<file path="config.mk">
export PLATFORM = sky130hd
export DESIGN_NAME = eis_sense_select
export DESIGN_NICKNAME = d
export VERILOG_FILES = /design/src/design/eis_sense_select.v
export VERILOG_INCLUDE_DIRS = /design/src /design/src/design
export SDC_FILE = /design/constraint.sdc
export NUM_CORES = 1
export LEC_CHECK = 0
export BUFFER_PORTS_ARGS = -buffer_cell sky130_fd_sc_hd__buf_2
export CORE_MARGIN = 5
export CORE_UTILIZATION = 44
export CTS_CLUSTER_DIAMETER = 50
export CTS_CLUSTER_SIZE = 12
export DETAILED_ROUTE_END_ITERATION = 6
export PLACE_DENSITY = 0.88
export SETUP_SLACK_MARGIN = 0.15
export SLEW_MARGIN = 5
export SYNTH_ARGS = -nofsm -noshare
export SYNTH_HDL_FRONTEND = slang
export SYNTH_SLANG_ARGS = --single-unit
</file>
<file path="constraint.sdc">
create_clock -name CLK -period 1.5 [get_ports CLK]
set_input_delay 0.075 -clock CLK [delete_from_list [all_inputs] [get_ports CLK]]
set_output_delay 0.075 -clock CLK [all_outputs]
set_load 0.005 [all_outputs]
</file>
<file path="src/design/eis_consts.vh">
`ifndef EIS_CONSTS_VH
`define EIS_CONSTS_VH

// sense field codes
`define EIS_SENSE_FALL     2'b00
`define EIS_SENSE_RISE     2'b01
`define EIS_SENSE_LOW      2'b10
`define EIS_SENSE_RSVD     2'b11
`define EIS_SENSE_RESET    2'b00

// field positions in the 16-bit control word
`define EIS_P2_LO          4
`define EIS_P2_HI          5
`define EIS_P3_LO          6
`define EIS_P3_HI          7
`define EIS_P4_LO          8
`define EIS_P4_HI          9
`define EIS_P5_LO          10
`define EIS_P5_HI          11

`define EIS_CTRL_W         16
`define EIS_NCH            4
`define EIS_CTRL_RESET     16'h0000
`define EIS_CH_ZERO        4'h0

// channel index inside the flag and clear vectors
`define EIS_CH_P2          0
`define EIS_CH_P3          1
`define EIS_CH_P4          2
`define EIS_CH_P5          3

// single-bit levels
`define EIS_BIT_SET        1'b1
`define EIS_BIT_CLR        1'b0
`define EIS_PIN_IDLE       1'b1
`define EIS_FLAG_RESET     1'b0

`endif

</file>
<file path="src/design/eis_sense_select.v">
// Notes on behaviour
// - pin five field decodes 00 falling, 01 rising, 10 held low.
// - pin four sense taken from control bits 9 and 8.
// - pin three sense taken from control bits 7 and 6.
// - pin two sense taken from control bits 5 and 4.
// - low-level sense requests for as long as the pin stays low.
// - pin five field at bits 11 and 10, readable and writable.
// - edge request stays pending until cleared; level request follows the pin.
`timescale 1ns/1ps
`default_nettype none
`include "eis_consts.vh"

module eis_sense_select (
	input  wire        CLK,
	input  wire        RST,
	input  wire        CTRL_WE,
	input  wire [15:0] CTRL_WDATA,
	input  wire [3:0]  FLAG_CLR,
	input  wire        EXT_REQUEST_PIN2,
	input  wire        EXT_REQUEST_PIN3,
	input  wire        EXT_REQUEST_PIN4,
	input  wire        EXT_REQUEST_PIN5,
	output wire [15:0] CTRL_RDATA,
	output wire [3:0]  REQUEST_FLAG
);

	// control word: only the eight sense bits hold state
	reg  [15:0] ctrl_q;
	reg  [15:0] ctrl_d;

	// sense codes per channel
	wire [1:0]  sense_p2;
	wire [1:0]  sense_p3;
	wire [1:0]  sense_p4;
	wire [1:0]  sense_p5;

	// pin history for edge detection
	reg         pin_p2_q;
	reg         pin_p3_q;
	reg         pin_p4_q;
	reg         pin_p5_q;

	// raw detections this cycle
	reg         det_p2;
	reg         det_p3;
	reg         det_p4;
	reg         det_p5;

	// request flags
	reg         flag_p2_q;
	reg         flag_p2_d;
	reg         flag_p3_q;
	reg         flag_p3_d;
	reg         flag_p4_q;
	reg         flag_p4_d;
	reg         flag_p5_q;
	reg         flag_p5_d;

	// two-bit sense field at the given bit pair
	function [1:0] field_at;
		input [15:0] c;
		input integer hi;
		input integer lo;
		begin
			field_at = {c[hi], c[lo]};
		end
	endfunction

	// reserved code detects nothing rather than guess
	function detect;
		input [1:0] mode;
		input       prev;
		input       now;
		begin
			case (mode)
				`EIS_SENSE_FALL: begin
					detect = prev & ~now;
				end
				`EIS_SENSE_RISE: begin
					detect = ~prev & now;
				end
				`EIS_SENSE_LOW: begin
					detect = ~now;
				end
				default: begin
					detect = `EIS_BIT_CLR;
				end
			endcase
		end
	endfunction

	// set beats a same-cycle clear so no edge is lost
	function flag_next;
		input [1:0] mode;
		input       det;
		input       clr;
		input       flag;
		begin
			if (mode == `EIS_SENSE_LOW) begin
				flag_next = det;
			end else if (det) begin
				flag_next = `EIS_BIT_SET;
			end else if (clr) begin
				flag_next = `EIS_BIT_CLR;
			end else begin
				flag_next = flag;
			end
		end
	endfunction

	assign sense_p2 = field_at(ctrl_q, `EIS_P2_HI, `EIS_P2_LO);
	assign sense_p3 = field_at(ctrl_q, `EIS_P3_HI, `EIS_P3_LO);
	assign sense_p4 = field_at(ctrl_q, `EIS_P4_HI, `EIS_P4_LO);
	assign sense_p5 = field_at(ctrl_q, `EIS_P5_HI, `EIS_P5_LO);

	// unused bits read as zero
	always @* begin
		ctrl_d = ctrl_q;
		if (CTRL_WE) begin
			ctrl_d = `EIS_CTRL_RESET;
			ctrl_d[`EIS_P5_HI:`EIS_P2_LO] = CTRL_WDATA[`EIS_P5_HI:`EIS_P2_LO];
		end
	end

	// pin two
	always @* begin
		det_p2    = detect(sense_p2, pin_p2_q, EXT_REQUEST_PIN2);
		flag_p2_d = flag_next(sense_p2, det_p2, FLAG_CLR[`EIS_CH_P2], flag_p2_q);
	end

	// pin three
	always @* begin
		det_p3    = detect(sense_p3, pin_p3_q, EXT_REQUEST_PIN3);
		flag_p3_d = flag_next(sense_p3, det_p3, FLAG_CLR[`EIS_CH_P3], flag_p3_q);
	end

	// pin four
	always @* begin
		det_p4    = detect(sense_p4, pin_p4_q, EXT_REQUEST_PIN4);
		flag_p4_d = flag_next(sense_p4, det_p4, FLAG_CLR[`EIS_CH_P4], flag_p4_q);
	end

	// pin five
	always @* begin
		det_p5    = detect(sense_p5, pin_p5_q, EXT_REQUEST_PIN5);
		flag_p5_d = flag_next(sense_p5, det_p5, FLAG_CLR[`EIS_CH_P5], flag_p5_q);
	end

	always @(posedge CLK or posedge RST) begin
		if (RST) begin
			ctrl_q <= `EIS_CTRL_RESET;
		end else begin
			ctrl_q <= ctrl_d;
		end
	end

	// history resets high, so a pin already low at release is seen as a falling edge
	always @(posedge CLK or posedge RST) begin
		if (RST) begin
			pin_p2_q <= `EIS_PIN_IDLE;
		end else begin
			pin_p2_q <= EXT_REQUEST_PIN2;
		end
	end

	always @(posedge CLK or posedge RST) begin
		if (RST) begin
			flag_p2_q <= `EIS_FLAG_RESET;
		end else begin
			flag_p2_q <= flag_p2_d;
		end
	end

	always @(posedge CLK or posedge RST) begin
		if (RST) begin
			pin_p3_q <= `EIS_PIN_IDLE;
		end else begin
			pin_p3_q <= EXT_REQUEST_PIN3;
		end
	end

	always @(posedge CLK or posedge RST) begin
		if (RST) begin
			flag_p3_q <= `EIS_FLAG_RESET;
		end else begin
			flag_p3_q <= flag_p3_d;
		end
	end

	always @(posedge CLK or posedge RST) begin
		if (RST) begin
			pin_p4_q <= `EIS_PIN_IDLE;
		end else begin
			pin_p4_q <= EXT_REQUEST_PIN4;
		end
	end

	always @(posedge CLK or posedge RST) begin
		if (RST) begin
			flag_p4_q <= `EIS_FLAG_RESET;
		end else begin
			flag_p4_q <= flag_p4_d;
		end
	end

	always @(posedge CLK or posedge RST) begin
		if (RST) begin
			pin_p5_q <= `EIS_PIN_IDLE;
		end else begin
			pin_p5_q <= EXT_REQUEST_PIN5;
		end
	end

	always @(posedge CLK or posedge RST) begin
		if (RST) begin
			flag_p5_q <= `EIS_FLAG_RESET;
		end else begin
			flag_p5_q <= flag_p5_d;
		end
	end

	assign CTRL_RDATA   = ctrl_q;
	assign REQUEST_FLAG = {flag_p5_q, flag_p4_q, flag_p3_q, flag_p2_q};

endmodule // eis_sense_select

`default_nettype wire

</file>
==> qor.yml <==
placed_design:
  gp_congestion: 0.642
  post-dp-hpwl_mm: 1.08
  io_buffers: 30
timing:
  hold_viol_final: 0
  fin_setup_tns_ns: 0
  min_period_over_period: 0.678
  setup_viol: 0
  finalMaxSlewViolations: 0
  skew_ns: 0.000849
  final.min_clock_period_ns: 1.02
  fmax_ghz: 0.983
  relSlewSlack: 0.615
  rsz0062_at_grt: "no"
  worst_pin_slew_ns: 0.577
yosys:
  ys_top_cells_by_count: "buf_4, dfrtp_1, mux2_2, o21ai_0"
  synth_enable_flop_cells: 0
  synth_compound_area_frac: 0.0643
  synth_warnings: 0
  synth_top_family_by_area: "buffers and inverters"
  yosys.area.top_type: "dfrtp_1"
  yosys_register_bits: 16
  synth.avg_cell_area_um2: 11.0
  syn_inst: 67
  yosys.area_share.simple: 0.139
  synth.distinct_cells: 16
  seq_area_frac_synth: 0.548
  syn_area_um2: 739
  synthDominantCellAreaShare: 0.406
  synth.area.mux_share: 0.0914
  synth_flop_cell: "dfrtp_1"
  synth_fa_ha_area_frac: 0
  async_reset_ff_frac: 1.00
  synth_xor_xnor_area_share: 0
  synth.area.top_cells: "dfrtp_1, dfstp_2, buf_4"
global_route:
  grt.overflow.total: 0
  grt_pass1_wl_mm: 2.38
  antenna_found_initial: 0
  grt_use_total: 0.119
  grt_start_max_net_pins: 17
  first_global_vias: 587
final_layout:
  fillers: 134
  drive_gt1_frac: 0.426
  nets: 130
  antenna_cells: 0
  syn_to_final_growth_pct: 25.4
floorplan:
  io_pins: 47
  placementRows: 14
  start_util: 0.480
  die_area_um2: 2600
  die_y_um: 51.0
  die_x_um: 51.0
  core_um2: 1540
power:
  ir_worst_vdd_v: 0.000429
  power_uw: 882
  leakage_nw: 0.464
  powerDensity_nw_per_um2: 951
cts:
  cts_buffers: 3
  post_cts_buffers: 0
  clk_pin_slew_ns: 0.09
  h-tree-depth: 1
  cts_sinks: 16
  cts_resized: 0
  clockBufferDepth: 2
  cts_root_buffer: "clkbuf_4"
  tritoncts: "yes"
  clock_latency_ns: 0.27
worst_setup_path:
  cp.buffers_inverters: 0
  cpLargestDelayFamily: "flip-flops"
  crit_path_end_kind: "flip-flop"
  required_ns: 1.72
  slowest_delay_ns: 0.52
  timing.critical_path.cells: "nor2_1 > or3_1 > nand3_1"
  path_max_fanout: 2
  crit_slowest_cell: "dfstp_2"
  arrival_ns: 1.24
  start_kind: "flip-flop"
  path_class: "reg2reg"
route:
  totalWireLength_mm: 1.40
  drt-pass1-iter-count: 4
  drc: 0
  initialDrtViolationCount: 10
  wl_per_cell_um: 11.9
  final_antenna_net_count: 0
  vias_per_cell: 4.74
  vias: 555
flow_run:
  max_cap_violations: 0
outcome:
  status: "complete, no violations"
hold_path:
  hold_class: "in2reg"
[registers in the layout, indices dropped and copies added (netlist names)]
name / cells
pin_p5_q: 1
CTRL_RDATA: 8
flag_p5_q: 1
flag_p3_q: 1
flag_p2_q: 1
flag_p4_q: 1
pin_p4_q: 1
pin_p2_q: 1
pin_p3_q: 1
[layout by cell type, fill, tap and decap left out, types with 3 or more instances in the layout]
cell type and n:
buf_2 30, clkbuf_4 3, conb_1 8, dfrtp_1 12
dfstp_2 4, dlygate4sd3_1 7, inv_1 3, mux2_2 6
nand2_1 4, nand3_1 4, nor2_1 4, o21ai_0 6
[power by group]
part	internal, mW	leakage (nW)	switching (mW)
Clock	0.0930	0.0138	0.124
Combinational	0.0890	0.264	0.0672
Sequential	0.478	0.186	0.0304
[path summary, 6_finish.rpt]
path | startpoint | endpoint | slack (ns) | cells past startpoint
min in group asynchronous | RST | flag_p3_q | 0.39 | 3
hold reg to reg | flag_p2_q | flag_p2_q | 0.54 | 2
max in group asynchronous | RST | pin_p5_q | 0.74 | 3
setup reg to reg | pin_p4_q | flag_p4_q | 0.48 | 3
hold / removal | CTRL_WDATA[5] | CTRL_RDATA[5] | 0.02 | 2
setup / recovery | pin_p4_q | flag_p4_q | 0.48 | 3
[per-stage QoR]
step / utilization / worst slack [ns] / area (um2) / hold slack [ns] / std cells
2_1_floorplan: - / 0.536 / 766 / -0.0141 / 74
5_1_grt: 0.601 / 0.419 / 927 / 0.0111 / 117
3_3_place_gp: 0.541 / 0.520 / 835 / 0.157 / 107
4_1_cts: 0.601 / 0.475 / 927 / 0.0126 / 117
6_report: 0.601 / 0.482 / 927 / 0.0239 / 117
3_5_place_dp: 0.541 / 0.495 / 835 / 0.172 / 107
[per-layer routing]
layer,routed length (um),vias to the layer above,GRT usage
met2,716,26,0.202
met3,142,2,0.0320
li1,-,274,-
met4,6,0,0.0638
met5,0,-,0
met1,533,253,0.134
[cell type report]
type | count | area, um2 | share of cell area
clock buffers | 3 | 22.5 | 0.0243
inverters | 3 | 11.3 | 0.0121
multi-input cells | 42 | 248 | 0.267
flip-flops and latches | 16 | 405 | 0.437
well taps | 16 | 20.0 | 0.0216
repair buffers | 37 | 220 | 0.238
[worst reg2reg max path, cell delays in order (launching register included)]
cell     delay [ns]
dfstp_2        0.52
nor2_1         0.05
or3_1          0.31
nand3_1        0.08
[timing repair]
action	in CTS	in global routing
hold endpoints to repair	18	0
setup endpoints to repair	0	0
hold buffers	7	0
[cell families (layout without fill, tap and decap cells)]
family / Yosys count / in the layout
compound gates: 8 / 8
other cells: 1 / 8
simple gates: 20 / 20
flops: 16 / 16
buf+inv: 16 / 43
mux: 6 / 6
Note: power is estimated with default switching activity, not from simulation.
